## src/core/gdcr_defs.svh

```systemverilog
`ifndef GDCR_DEFS_SVH
`define GDCR_DEFS_SVH

// Register indices; byte address is four times the index
`define GDCR_IDX_CFG1 10'h0AC
`define GDCR_IDX_CFG2 10'h0AE
`define GDCR_IDX_STAT 10'h0B0
`define GDCR_IDX_CLR 10'h0B1
`define GDCR_IDX_EN 10'h0B2
`define GDCR_IDX_CTRL 10'h0B3

// Reset values
`define GDCR_RST_CFG1 32'h10228100
`define GDCR_RST_CFG2 32'h01200000

// Field positions, first configuration word
`define GDCR_SLEW_LSB 26
`define GDCR_SUPPLY_OVERVOLT_LEVEL_SEL_BIT 19
`define GDCR_SUPPLY_OVERVOLT_PROTECT_EN_BIT 18
`define GDCR_OVERTEMP_WARN_REPORT_EN_BIT 16
`define GDCR_DEG_LSB 12
`define GDCR_OVERCURRENT_TRIP_LEVEL_BIT 10
`define GDCR_MODE_LSB 8
`define GDCR_GAIN_LSB 0

// Field positions, second configuration word
`define GDCR_SEQ_OFF_BIT 24
`define GDCR_REGULATOR_CURRENT_LIMIT_SEL_BIT 23
`define GDCR_VSEL_LSB 21
`define GDCR_MINON_LSB 17

// Control register bits
`define GDCR_CTRL_AUTO_GAIN_BIT 0
`define GDCR_CTRL_FAULT_CLR_BIT 1
`define GDCR_CTRL_FAULT_STATE_BIT 8

// Event bits of status, clear and enable registers
`define GDCR_EV_OCP 0
`define GDCR_EV_OVP 1
`define GDCR_EV_OTW 2
`define GDCR_EV_W 3

// Slew and minimum on-time codes
`define GDCR_SLEW_125 2'h2
`define GDCR_SLEW_200 2'h3
`define GDCR_MINON_AUTO 3'h1
`define GDCR_MINON_0P5 3'h2
`define GDCR_MINON_0P75 3'h3
`define GDCR_MINON_1P0 3'h4

// Timing
`define GDCR_CLK_MHZ 250
`define GDCR_DEG0_NS 200
`define GDCR_DEG1_NS 600
`define GDCR_DEG2_NS 1100
`define GDCR_DEG3_NS 1600
`define GDCR_NS_TO_CYC(ns) ((((ns) * `GDCR_CLK_MHZ) + 999) / 1000)
`define GDCR_RETRY_MS 500
`define GDCR_RETRY_CYC (`GDCR_RETRY_MS * `GDCR_CLK_MHZ * 1000)

`endif

```

## src/core/gdcr_pkg.sv

```systemverilog
package gdcr_pkg;

    // Overcurrent response mode codes
    typedef enum logic [1:0] {
        GDCR_OCP_LATCH = 2'b00,
        GDCR_OCP_RETRY = 2'b01,
        GDCR_OCP_UNDEF2 = 2'b10,
        GDCR_OCP_UNDEF3 = 2'b11
    } gdcr_overcurrent_response_mode_type;

    // Overcurrent fault states
    typedef enum logic [1:0] {
        GDCR_F_IDLE = 2'b00,
        GDCR_F_LATCHED = 2'b01,
        GDCR_F_RETRY = 2'b10
    } gdcr_fault_state_type;

endpackage : gdcr_pkg

```

## src/core/gdcr_deglitch.sv

```systemverilog
`timescale 1ns/100ps
`default_nettype none
`include "gdcr_defs.svh"

module gdcr_deglitch (
    input wire logic pclk,
    input wire logic presetn,
    input wire logic ce,
    input wire logic trip,
    input wire logic [1:0] sel,
    output logic accept_pulse
);
    import gdcr_pkg::*;

    // Cycles a trip must persist, per deglitch code
    function automatic logic [8:0] deg_need(input logic [1:0] code);
        unique case (code)
            2'h0: deg_need = 9'(`GDCR_NS_TO_CYC(`GDCR_DEG0_NS));
            2'h1: deg_need = 9'(`GDCR_NS_TO_CYC(`GDCR_DEG1_NS));
            2'h2: deg_need = 9'(`GDCR_NS_TO_CYC(`GDCR_DEG2_NS));
            2'h3: deg_need = 9'(`GDCR_NS_TO_CYC(`GDCR_DEG3_NS));
        endcase
    endfunction : deg_need

    logic [8:0] cnt; // Consecutive trip cycles, saturating
    wire [8:0] need = deg_need(sel);
    wire reached = trip && ((cnt + 9'h001) == need);

    // Count persistence; one pulse when the need is first met
    always_ff @(posedge pclk or negedge presetn) begin
        if (!presetn) begin
            cnt <= 9'h000;
            accept_pulse <= 1'b0;
        end else if (ce) begin
            accept_pulse <= reached; // see [RQ5]
            if (!trip) begin
                cnt <= 9'h000;
            end else if (cnt < need) begin
                cnt <= cnt + 9'h001;
            end
        end
    end
endmodule : gdcr_deglitch
`default_nettype wire

```

## src/core/gdcr_ocp_fault.sv

```systemverilog
`timescale 1ns/100ps
`default_nettype none

module gdcr_ocp_fault #(
    parameter logic [31:0] RETRY_CYCLES = 32'd125000000
) (
    input wire logic pclk,
    input wire logic presetn,
    input wire logic ce,
    input wire logic accept_pulse,
    input wire gdcr_pkg::gdcr_overcurrent_response_mode_type mode,
    input wire logic clear_req,
    output logic fault
);
    import gdcr_pkg::*;

    gdcr_fault_state_type state; // Fault state
    logic [31:0] timer; // Retry countdown

    // Latched faults wait for software; retrying ones time out
    always_ff @(posedge pclk or negedge presetn) begin
        if (!presetn) begin
            state <= GDCR_F_IDLE;
            timer <= 32'h0000_0000;
        end else if (ce) begin
            unique case (state)
                GDCR_F_IDLE: begin
                    if (accept_pulse && mode == GDCR_OCP_RETRY) begin
                        state <= GDCR_F_RETRY; // see [RQ8]
                        timer <= RETRY_CYCLES - 32'h0000_0001;
                    end else if (accept_pulse) begin
                        // Undefined codes fall back to latching, the safer side
                        state <= GDCR_F_LATCHED; // see [RQ7]
                    end
                end
                GDCR_F_LATCHED: begin
                    if (clear_req) begin
                        state <= GDCR_F_IDLE; // see [RQ7]
                    end
                end
                GDCR_F_RETRY: begin
                    if (timer == 32'h0000_0000) begin
                        state <= GDCR_F_IDLE; // see [RQ8]
                    end else begin
                        timer <= timer - 32'h0000_0001;
                    end
                end
                default: state <= GDCR_F_IDLE;
            endcase
        end
    end

    assign fault = (state != GDCR_F_IDLE);
endmodule : gdcr_ocp_fault
`default_nettype wire

```

## src/core/gdcr_regs.sv

```systemverilog
// Operation
// [RQ1] Slew code 2 is 125, 3 is 200
// [RQ2] Overvoltage level: clear 34 V, set 22 V
// [RQ3] Overvoltage protection active only when enabled
// [RQ4] Overtemperature warning drives fault pin only if enabled
// [RQ5] Overcurrent must persist deglitch time before accepted
// [RQ6] Trip level: clear 16 A, set 24 A
// [RQ7] Mode 0: overcurrent fault latches until cleared
// [RQ8] Mode 1: fault self-clears, retries after 500 ms
// [RQ9] Gain code selects 0.15 to 1.2 V/A
// [RQ10] Static gain ignored while automatic gain enabled
// [RQ11] Sequencing-off bit resets set, write one clears
// [RQ12] Regulator limit: clear 600 mA, set 150 mA
// [RQ13] Regulator voltage code, reset code 1 (5.0 V)
// [RQ14] Minimum on-time code 1 derives from slew
// [RQ15] Software writes reserved fields back at reset values

`timescale 1ns/100ps
`default_nettype none
`include "gdcr_defs.svh"

module gdcr_regs #(
    parameter logic [31:0] RETRY_CYCLES = 32'(`GDCR_RETRY_CYC)
) (
    input wire logic pclk,
    input wire logic presetn,
    input wire logic ce,
    input wire logic psel,
    input wire logic penable,
    input wire logic pwrite,
    input wire logic [11:0] paddr,
    input wire logic [31:0] pwdata,
    output logic [31:0] prdata,
    output logic pready,
    output logic pslverr,
    input wire logic overcurrent_raw,
    input wire logic overtemp_warn_raw,
    input wire logic supply_overvolt_raw,
    input wire logic [1:0] auto_gain_code,
    output logic [1:0] slew_rate_sel,
    output logic supply_overvolt_level_sel,
    output logic supply_overvolt_protect_en,
    output logic overcurrent_trip_level,
    output logic [1:0] sense_amp_gain_sel,
    output logic regulator_sequencing_off,
    output logic regulator_current_limit_sel,
    output logic [1:0] regulator_voltage_sel,
    output logic [2:0] low_side_min_on_sel,
    output logic overcurrent_fault,
    output logic fault_indicator_n,
    output logic irq
);
    import gdcr_pkg::*;

    // Minimum on-time resolved
    // from its code and the slew setting
    function automatic logic [2:0] min_on_resolve(
        input logic [2:0] code,
        input logic [1:0] slew
    );
        logic [2:0] res;

        res = code;
        if (code == `GDCR_MINON_AUTO) begin
            // Slower edges need a longer
            // low-side on-time to settle
            unique case (slew)
                `GDCR_SLEW_200: res = `GDCR_MINON_0P5;
                `GDCR_SLEW_125: res = `GDCR_MINON_0P75;
                default: res = `GDCR_MINON_1P0;
            endcase
        end
        min_on_resolve = res;
    endfunction : min_on_resolve

    // Register storage
    logic [31:0] cfg1; // First configuration word
    logic [31:0] cfg2; // Second configuration word
    logic [`GDCR_EV_W-1:0] ev_status; // Sticky events
    logic [`GDCR_EV_W-1:0] ev_enable; // Event enables
    logic auto_gain_en; // Automatic gain selection on
    logic fault_clr; // One-cycle fault clear from software

    // Edge history for event detection
    // Both reset low, the pins' idle level
    logic ovp_trip_d; // Previous gated overvoltage
    logic otw_d; // Previous overtemperature warning

    // Bus phase decode
    // Byte lane bits are ignored
    wire setup_phase = psel && !penable;
    wire access_done = psel && penable && pready;
    wire wr_done = access_done && pwrite;
    wire [9:0] idx = paddr[11:2];

    // Address decode
    wire hit_cfg1 = (idx == `GDCR_IDX_CFG1);
    wire hit_cfg2 = (idx == `GDCR_IDX_CFG2);
    wire hit_stat = (idx == `GDCR_IDX_STAT);
    wire hit_clr = (idx == `GDCR_IDX_CLR);
    wire hit_en = (idx == `GDCR_IDX_EN);
    wire hit_ctrl = (idx == `GDCR_IDX_CTRL);
    wire hit_any = hit_cfg1
        || hit_cfg2
        || hit_stat
        || hit_clr
        || hit_en
        || hit_ctrl;

    // Write strobes, taken
    // only at the completing edge
    wire wr_cfg1 = wr_done && hit_cfg1;
    wire wr_cfg2 = wr_done && hit_cfg2;
    wire wr_clr = wr_done && hit_clr;
    wire wr_en = wr_done && hit_en;
    wire wr_ctrl = wr_done && hit_ctrl;

    // Field views of the first word
    // Slew codes 0 and 1 are undefined
    wire [1:0] f_slew = cfg1[`GDCR_SLEW_LSB +: 2];
    wire f_supply_overvolt_level_sel = cfg1[`GDCR_SUPPLY_OVERVOLT_LEVEL_SEL_BIT];
    wire f_supply_overvolt_protect_en = cfg1[`GDCR_SUPPLY_OVERVOLT_PROTECT_EN_BIT];
    wire f_overtemp_warn_report_en = cfg1[`GDCR_OVERTEMP_WARN_REPORT_EN_BIT];
    wire [1:0] f_deg = cfg1[`GDCR_DEG_LSB +: 2];
    wire f_overcurrent_trip_level = cfg1[`GDCR_OVERCURRENT_TRIP_LEVEL_BIT];
    wire [1:0] f_mode = cfg1[`GDCR_MODE_LSB +: 2];
    wire [1:0] f_gain = cfg1[`GDCR_GAIN_LSB +: 2];

    // Field views of the second word
    wire f_seq_off = cfg2[`GDCR_SEQ_OFF_BIT];
    wire f_regulator_current_limit_sel = cfg2[`GDCR_REGULATOR_CURRENT_LIMIT_SEL_BIT];
    wire [1:0] f_vsel = cfg2[`GDCR_VSEL_LSB +: 2];
    wire [2:0] f_minon = cfg2[`GDCR_MINON_LSB +: 3];

    // Second word write
    // Sequencing-off is write-one-to-clear
    wire next_seq_off = f_seq_off && !pwdata[`GDCR_SEQ_OFF_BIT]; // see [RQ11]
    wire [31:0] next_cfg2 = {
        pwdata[31:`GDCR_SEQ_OFF_BIT+1],
        next_seq_off,
        pwdata[`GDCR_SEQ_OFF_BIT-1:0]
    };

    // Fault engine outputs
    wire ocp_accept; // Deglitched overcurrent, one pulse
    wire ocp_fault_now; // Overcurrent fault state

    // Event sources; overvoltage gated by its enable, warning ungated
    wire ovp_trip = f_supply_overvolt_protect_en && supply_overvolt_raw; // see [RQ3]
    wire ev_ovp = ovp_trip && !ovp_trip_d;
    wire ev_otw = overtemp_warn_raw && !otw_d;

    // Event vector and sticky update
    // A new event beats a same-cycle clear
    wire [`GDCR_EV_W-1:0] ev_set = {
        ev_otw,
        ev_ovp,
        ocp_accept
    };
    wire [`GDCR_EV_W-1:0] ev_clr = wr_clr
        ? pwdata[`GDCR_EV_W-1:0]
        : {`GDCR_EV_W{1'b0}};
    wire [`GDCR_EV_W-1:0] next_ev_status = (ev_status & ~ev_clr) | ev_set;

    // Control readback
    // Fault state is live
    wire [31:0] ctrl_rd = (32'(auto_gain_en) << `GDCR_CTRL_AUTO_GAIN_BIT)
                        | (32'(ocp_fault_now) << `GDCR_CTRL_FAULT_STATE_BIT);

    // Read data selection
    // Clear register reads as zero
    wire [31:0] rd_mux = hit_cfg1 ? cfg1 :
                         hit_cfg2 ? cfg2 :
                         hit_stat ? 32'(ev_status) :
                         hit_en ? 32'(ev_enable) :
                         hit_ctrl ? ctrl_rd :
                         32'h0000_0000;

    // Effective gain: static field
    // only while automatic selection is off
    wire [1:0] next_gain = auto_gain_en
        ? auto_gain_code
        : f_gain; // see [RQ10]

    // Fault pin low on overcurrent fault,
    // gated overvoltage or reported warning
    wire next_fault_n = !(
        ocp_fault_now
        || ovp_trip
        || (f_overtemp_warn_report_en && overtemp_warn_raw) // see [RQ4]
    );

    // Overcurrent deglitch filter
    // Persistence counted in clock cycles
    gdcr_deglitch u_deglitch (
        .pclk(pclk),
        .presetn(presetn),
        .ce(ce),
        .trip(overcurrent_raw),
        .sel(f_deg),
        .accept_pulse(ocp_accept)
    );

    // Overcurrent response: latched or timed retry
    gdcr_ocp_fault #(
        .RETRY_CYCLES(RETRY_CYCLES)
    ) u_ocp_fault (
        .pclk(pclk),
        .presetn(presetn),
        .ce(ce),
        .accept_pulse(ocp_accept),
        .mode(gdcr_overcurrent_response_mode_type'(f_mode)),
        .clear_req(fault_clr),
        .fault(ocp_fault_now)
    );

    // Bus answer: ready one cycle after setup
    // Read data latched in setup
    always_ff @(posedge pclk or negedge presetn) begin
        if (!presetn) begin
            pready <= 1'b0;
            pslverr <= 1'b0;
            prdata <= 32'h0000_0000;
        end else if (ce) begin
            pready <= setup_phase;
            pslverr <= setup_phase && !hit_any;
            if (setup_phase) begin
                prdata <= pwrite ? 32'h0000_0000 : rd_mux;
            end
        end
    end

    // Configuration words; reserved bits stay
    // plain storage so written-back values hold
    always_ff @(posedge pclk or negedge presetn) begin
        if (!presetn) begin
            cfg1 <= `GDCR_RST_CFG1;
            cfg2 <= `GDCR_RST_CFG2; // see [RQ11] [RQ13]
        end else if (ce) begin
            if (wr_cfg1) begin
                cfg1 <= pwdata; // see [RQ15]
            end
            if (wr_cfg2) begin
                cfg2 <= next_cfg2; // see [RQ11]
            end
        end
    end

    // Control register
    // Fault clear is a pulse, reads zero
    always_ff @(posedge pclk or negedge presetn) begin
        if (!presetn) begin
            auto_gain_en <= 1'b0;
            fault_clr <= 1'b0;
        end else if (ce) begin
            fault_clr <= wr_ctrl && pwdata[`GDCR_CTRL_FAULT_CLR_BIT]; // see [RQ7]
            if (wr_ctrl) begin
                auto_gain_en <= pwdata[`GDCR_CTRL_AUTO_GAIN_BIT];
            end
        end
    end

    // Interrupt status, enables
    // and edge history
    always_ff @(posedge pclk or negedge presetn) begin
        if (!presetn) begin
            ev_status <= {`GDCR_EV_W{1'b0}};
            ev_enable <= {`GDCR_EV_W{1'b0}};
            ovp_trip_d <= 1'b0;
            otw_d <= 1'b0;
        end else if (ce) begin
            ev_status <= next_ev_status;
            ovp_trip_d <= ovp_trip;
            otw_d <= overtemp_warn_raw;
            if (wr_en) begin
                ev_enable <= pwdata[`GDCR_EV_W-1:0];
            end
        end
    end

    // Interrupt output, registered
    // Built from next status to move with it
    always_ff @(posedge pclk or negedge presetn) begin
        if (!presetn) begin
            irq <= 1'b0;
        end else if (ce) begin
            irq <= |(next_ev_status & ev_enable);
        end
    end

    // Driver settings
    // Each lags its field by one edge
    always_ff @(posedge pclk or negedge presetn) begin
        if (!presetn) begin
            slew_rate_sel <= 2'h0;
            supply_overvolt_level_sel <= 1'b0;
            supply_overvolt_protect_en <= 1'b0;
            overcurrent_trip_level <= 1'b0;
            sense_amp_gain_sel <= 2'h0;
        end else if (ce) begin
            slew_rate_sel <= f_slew; // see [RQ1]
            supply_overvolt_level_sel <= f_supply_overvolt_level_sel; // see [RQ2]
            supply_overvolt_protect_en <= f_supply_overvolt_protect_en; // see [RQ3]
            overcurrent_trip_level <= f_overcurrent_trip_level; // see [RQ6]
            sense_amp_gain_sel <= next_gain; // see [RQ9] [RQ10]
        end
    end

    // Regulator settings and minimum on-time
    // Resets mirror the second word's reset
    always_ff @(posedge pclk or negedge presetn) begin
        if (!presetn) begin
            regulator_sequencing_off <= 1'b1;
            regulator_current_limit_sel <= 1'b0;
            regulator_voltage_sel <= 2'h1;
            low_side_min_on_sel <= 3'h0;
        end else if (ce) begin
            regulator_sequencing_off <= f_seq_off; // see [RQ11]
            regulator_current_limit_sel <= f_regulator_current_limit_sel; // see [RQ12]
            regulator_voltage_sel <= f_vsel; // see [RQ13]
            low_side_min_on_sel <= min_on_resolve(f_minon, f_slew); // see [RQ14]
        end
    end

    // Fault outputs
    // Pin is active low, so it resets high
    always_ff @(posedge pclk or negedge presetn) begin
        if (!presetn) begin
            overcurrent_fault <= 1'b0;
            fault_indicator_n <= 1'b1;
        end else if (ce) begin
            overcurrent_fault <= ocp_fault_now; // see [RQ7] [RQ8]
            fault_indicator_n <= next_fault_n;
        end
    end
endmodule : gdcr_regs
`default_nettype wire

```

## config.mk

```make
export PLATFORM = sky130hd
export DESIGN_NAME = gdcr_regs
export DESIGN_NICKNAME = d
export VERILOG_FILES = /design/src/core/gdcr_pkg.sv /design/src/core/gdcr_deglitch.sv /design/src/core/gdcr_ocp_fault.sv /design/src/core/gdcr_regs.sv
export VERILOG_INCLUDE_DIRS = /design/src /design/src/core
export SDC_FILE = /design/constraint.sdc
export NUM_CORES = 1
export LEC_CHECK = 0
export BUFFER_PORTS_ARGS = -buffer_cell sky130_fd_sc_hd__clkbuf_2
export CAP_MARGIN = 20
export CORE_MARGIN = 2
export CORE_UTILIZATION = 60
export CTS_CLUSTER_DIAMETER = 50
export DETAILED_ROUTE_END_ITERATION = 6
export GPL_TIMING_DRIVEN = 1
export PLACE_DENSITY = 0.82
export REMOVE_ABC_BUFFERS = 1
export SKIP_LAST_GASP = 1
export SYNTH_ARGS = -nofsm -noshare
export SYNTH_HDL_FRONTEND = slang
export SYNTH_HIERARCHICAL = 1
export SYNTH_SLANG_ARGS = --single-unit
```

## constraint.sdc

```tcl
create_clock -name pclk -period 7.2 [get_ports pclk]
set_clock_uncertainty 0.1 [all_clocks]
set_input_delay 0.72 -clock pclk [delete_from_list [all_inputs] [get_ports pclk]]
set_output_delay 0.72 -clock pclk [all_outputs]
set_load 0.01 [all_outputs]
```

# [After elaboration in Yosys (flattened, before gate mapping)]
# Cells that the tools add are included.
[word_totals] word_cells=123 reg_bits=169
[classes] n_reduce_logical=45 bitwise=5 n_lt_le_gt_ge=1 mux=21 n_addsub=2 n_eq_ne=22
[ops] cell="2-to-1 mux 32 bit" count=5
[ops] cell="case mux 32 bit (2 select lines)" count=1
[ops] cell="== test 10 x 8 -> 1 bit (second input constant)" count=6
[ops] cell="2-to-1 mux 9 bit" count=5
[ops] cell="case mux 9 bit (4 select lines)" count=1
[ops] cell="logical NOT 32 bit" count=1
[ops] cell="subtractor 32 x 1 -> 32 bit (second input constant)" count=1
[ops] cell="logical AND 1 bit" count=18
[ops] cell="AND reduction 2 bit" count=6
[ops] cell="== test 2 bit (second input constant)" count=5
[ops] cell="2-to-1 mux 2 bit" count=5
[ops] cell="adder 9 x 1 -> 9 bit (second input constant)" count=1
[ops] cell="== test 9 bit" count=1
[ops] cell="< comparator 9 bit" count=1
[ops] cell="OR 1 x 9 -> 9 bit" count=1
[ops] cell="AND reduction 4 bit" count=2
[ops] cell="logical OR 1 bit" count=7
[ops] cell="AND 3 bit" count=2
[ops] cell="== test 2 x 1 -> 1 bit (second input constant)" count=3
[ops] cell="logical NOT 1 bit" count=6
[ops] cell="2-to-1 mux 3 bit" count=2
[ops] cell="!= test 2 x 1 -> 1 bit (second input constant)" count=3
[ops] cell="case mux 2 bit (3 select lines)" count=1
[ops] cell="case mux 3 bit (2 select lines)" count=1
[ops] cell="other kinds (8)" count=11

# [Logic depth before layout (Yosys ltp)]
[logic_depth] word_depth=10 ltp_mapped=10 mapped_depth_nobuf=9

# [Cells and area by module]
# Netlist, hierarchy kept.
[modules_own_cells] mod="gdcr_regs" n_inst=1 area_each_um2=5383.9 cells_each=409 seq_area_each_um2=3140.5
[modules_own_cells] mod="gdcr_ocp_fault" n_inst=1 area_each_um2=2030.7 cells_each=223 seq_area_each_um2=850.8
[modules_own_cells] mod="gdcr_deglitch" n_inst=1 area_each_um2=893.4 cells_each=107 seq_area_each_um2=250.2

# [Worst setup path before layout]
# No wires, ideal clock.
[synth_timing] path_type="reg2reg" from="register u_ocp_fault.timer[12]" to="register u_ocp_fault.timer[11]" stages_incl_launch_ff=8 arrival_ns=2.353 slack_ns=4.614 n_path_buf=2 cell_sequence="dfrtp_1 or4_1 buf_2 or3_4 or4_4 buf_6 a211oi_1 a31oi_1"
[synth_between] elab_chain_cells=3
[synth_lines] element="start, declared" line_no="gdcr_ocp_fault.sv:18" source="logic [31:0] timer;"
[synth_lines] element="start signal, assigned" line_no="gdcr_ocp_fault.sv:30" source="timer <= RETRY_CYCLES - 32'h0000_0001;"
[synth_lines] element="start signal, assigned" line_no="gdcr_ocp_fault.sv:45" source="timer <= timer - 32'h0000_0001;"
[synth_lines] element="logical NOT 32 bit" line_no="gdcr_ocp_fault.sv:42" source="if (timer == 32'h0000_0000) begin"
[synth_lines] element="!= test 2 bit (no line)"
[synth_lines] element="AND reduction 4 bit (no line)"
# No other way between the ends.
# A chain may end at the register's enable or synchronous reset.

# [Final worst setup path]
[layout_timing] from="input ce" to="register u_ocp_fault.timer[12]"
[layout_between] elab_chain_cells=1
[layout_lines] element="start, declared" line_no="gdcr_regs.sv:27" source="input wire logic ce,"
[layout_lines] element="AND reduction 4 bit (no line)"
# No other way between the ends.

==> impl_metrics.json <==
{
  "track_usage_pct": 27.7,
  "core_sq_um": 13400,
  "finalNonFillerCells": 1020,
  "routedWlPerCell_microns": 19.1,
  "cts_sinks": 169,
  "die_x_microns": 122,
  "cts_buffers": 17,
  "final_common_cell": "dfrtp_1",
  "vias_per_cell": 6.27,
  "grt_pass1_vias": 6408,
  "placed_area_sq_um": 8910,
  "relSlewSlack_pct": 24.3,
  "power_density_nw_per_um2": 235,
  "worst_slack_ns": 4.16,
  "path_clk_slew_ns": 0.06,
  "ys_ff_latch": 169,
  "cp_max_fo": 52,
  "cp.required_ns": 7.40,
  "sw_frac_of_total_pct": 26.5,
  "clk_path_buf_depth": 2,
  "yosysTopAreaCell": "dfrtp_1",
  "p_seq_share_pct": 46.4,
  "syn_inst": 739,
  "power.switching_mw": 0.595,
  "vias": 6391,
  "synth_warnings": 6,
  "synth_top_area_share_pct": 47.9,
  "start_kind": "primary input",
  "syn2layout_area_growth_pct": 14.9,
  "dieArea_sq_um": 14800,
  "hold-worst-slack_ns": 0.336,
  "rr_worst_depth": 10,
  "num_io_pins": 106,
  "ys.flop_type": "dfrtp_1",
  "ys_seq_area_share_pct": 51.1,
  "drt-pass1-iter-count": 5,
  "fill_cells": 900,
  "worst_ir_drop_vdd_mv": 0.145,
  "drive_above_1_share_pct": 30.2,
  "hold_buffers": 0,
  "cts_setup_buffers": 0,
  "cts_tree": "built",
  "dp.cells": 987,
  "cts_root_buf": "clkbuf_16",
  "worst_slew_pin_slew_ns": 1.14,
  "grt_antenna_before_repair": 0,
  "setup_tns_ns": 0,
  "layout_min_cycle_time_ns": 3.04,
  "rows": 42,
  "grt_max_degree": 108,
  "synth_area_leaders": "dfrtp_1 (48%), mux2_2 (6.8%), mux2_4 (5.4%)",
  "rsz0062_at_grt": "false",
  "critPathKind": "primary input to flip-flop",
  "final_area_sq_um": 9550,
  "slew_viol_final": 0,
  "period_share_pct": 42.3,
  "power.share.clock_pct": 43.0,
  "io_buffer_count": 103,
  "cp-end-kind": "flip-flop",
  "hold_viol_final": 0,
  "cp.arrival_ns": 3.24,
  "die_h_microns": 122,
  "drv_cap": 0,
  "p_int_mw": 1.65,
  "wl_mm": 19.4,
  "comb_power_share_pct": 10.6,
  "min_path_type": "primary input to async pin",
  "async_flop_share_pct": 100,
  "ant_nets": 0,
  "drc_errors": 0,
  "setup_viol": 0,
  "final_cell_mix": "dfrtp_1 (159), clkbuf_2 (102), nand2_1 (63), mux2_2 (50), o21ai_0 (50)",
  "diodes": 0,
  "fin_nets": 894,
  "avgSynthCellArea_sq_um": 11.2,
  "status": "completed",
  "totalPowerFinal_mw": 2.24,
  "synth_edf_count": 0,
  "grt_overflow": 0,
  "finalCoreUtilization_pct": 71.3,
  "cts_resized": 0,
  "clkLatencyLatePin_ns": 0.43,
  "htreeDepth": 4,
  "fmax_mhz": 329,
  "yosysUniqueCellTypes": 72,
  "netlist_area_sq_um": 8310,
  "post-dp-hpwl_mm": 12.4,
  "p_leak_nw": 4.58,
  "drtIter0Drc": 691,
  "start_util_pct": 62.0,
  "grt_pass1_wl_mm": 32.1,
  "dpl_worst_slack_ns": 3.79,
  "place.gp.congestion": 0.902
}
[sequential cells by signal, summed over array words and instances, names as in the netlist, 2 cells and up]
name and count:
sense_amp_gain_sel 2, low_side_min_on_sel 3, slew_rate_sel 2, prdata 32, cfg2 32, u_deglitch/cnt 9, ev_status 3, regulator_voltage_sel 2
cfg1 32, ev_enable 3, u_ocp_fault/state 2, u_ocp_fault/timer 32
[cells in the mapped netlist, drive strengths merged, types with 4 or more instances]
library cell	instances
o31ai	13
o21ai	56
ha	8
buf	20
nor3	19
xnor2	4
clkbuf	18
or2	4
or4	21
or3	17
a21oi	29
nand2	63
nor4	13
and4	4
nor2b	5
dfstp	10
a31oi	7
nor2	26
mux2	80
nand3	27
xor2	4
a22o	5
nand2b	6
nand3b	4
o311ai	4
and3	4
inv	17
dfrtp	159
or3b	4
nand4	12
mux2i	38
[worst max-delay path, stage by stage]
cell and delay, ns:
clkbuf_2 0.08, buf_4 0.48, nor2b_1 0.24, o21a_1 0.56, nand2b_1 0.37, o31ai_1 0.31, or3b_2 0.45
[cells by family after synthesis]
kind of cell,share of synthesized area [%]
multiplexers,16.8
XOR/XNOR,0.843
buffers and inverters,3.18
AO/OA/AOI/OAI,10.5
flip-flops,51.1
adder cells (fa/ha/maj),1.20
AND/OR/NAND/NOR,16.4
[layer usage]
metal / GRT usage [%] / routed length [microns] / up-vias / part of all wire, %
li1: - / - / 2932 / -
met1: 35.4 / 7950 / 3182 / 41
met2: 46.1 / 9850 / 242 / 51
met3: 7.30 / 1340 / 35 / 6.9
met4: 10.1 / 309 / 0 / 1.6
met5: 0 / 0 / - / 0
[path summary, 6_finish.rpt]
check / startpoint / endpoint / slack [ns]
worst min register to register: ovp_trip_d$_DFFE_PN0P_ / ovp_trip_d$_DFFE_PN0P_ / 0.38
worst max register to register: cfg1[12]$_DFFE_PN0P_ / u_deglitch/cnt[2]$_DFFE_PN0P_ / 4.33
min in group pclk: pwdata[24] / cfg2[24]$_DFFE_PN1P_ / 0.37
max in group asynchronous: presetn / prdata[9]$_DFFE_PN0P_ / 5.31
worst min-delay path: presetn / u_deglitch/cnt[2]$_DFFE_PN0P_ / 0.34
worst max-delay path: ce / u_ocp_fault/timer[12]$_DFFE_PN0P_ / 4.16
[final cells by class]
| class | count | area (sq um) | area share (%) |
|---|---|---|---|
| well taps | 176 | 220 | 2.31 |
| flip-flops and latches | 169 | 4240 | 44.4 |
| repair buffers | 111 | 586 | 6.13 |
| clock inverters | 14 | 188 | 1.97 |
| multi-input cells | 515 | 3810 | 39.9 |
| clock buffers | 18 | 439 | 4.60 |
| inverters | 17 | 63.8 | 0.668 |
[power groups by stage]
stage	Clock [mW]	Combinational [mW]	Sequential, mW
after global routing	1.02	0.264	1.05
after global placement	0	0.220	1.05
after floorplan	0	0.145	1.04
after CTS	0.975	0.236	1.04
final	0.966	0.238	1.04
after detailed placement	0	0.234	1.06
No activity file was read; power rests on OpenSTA's default activity.
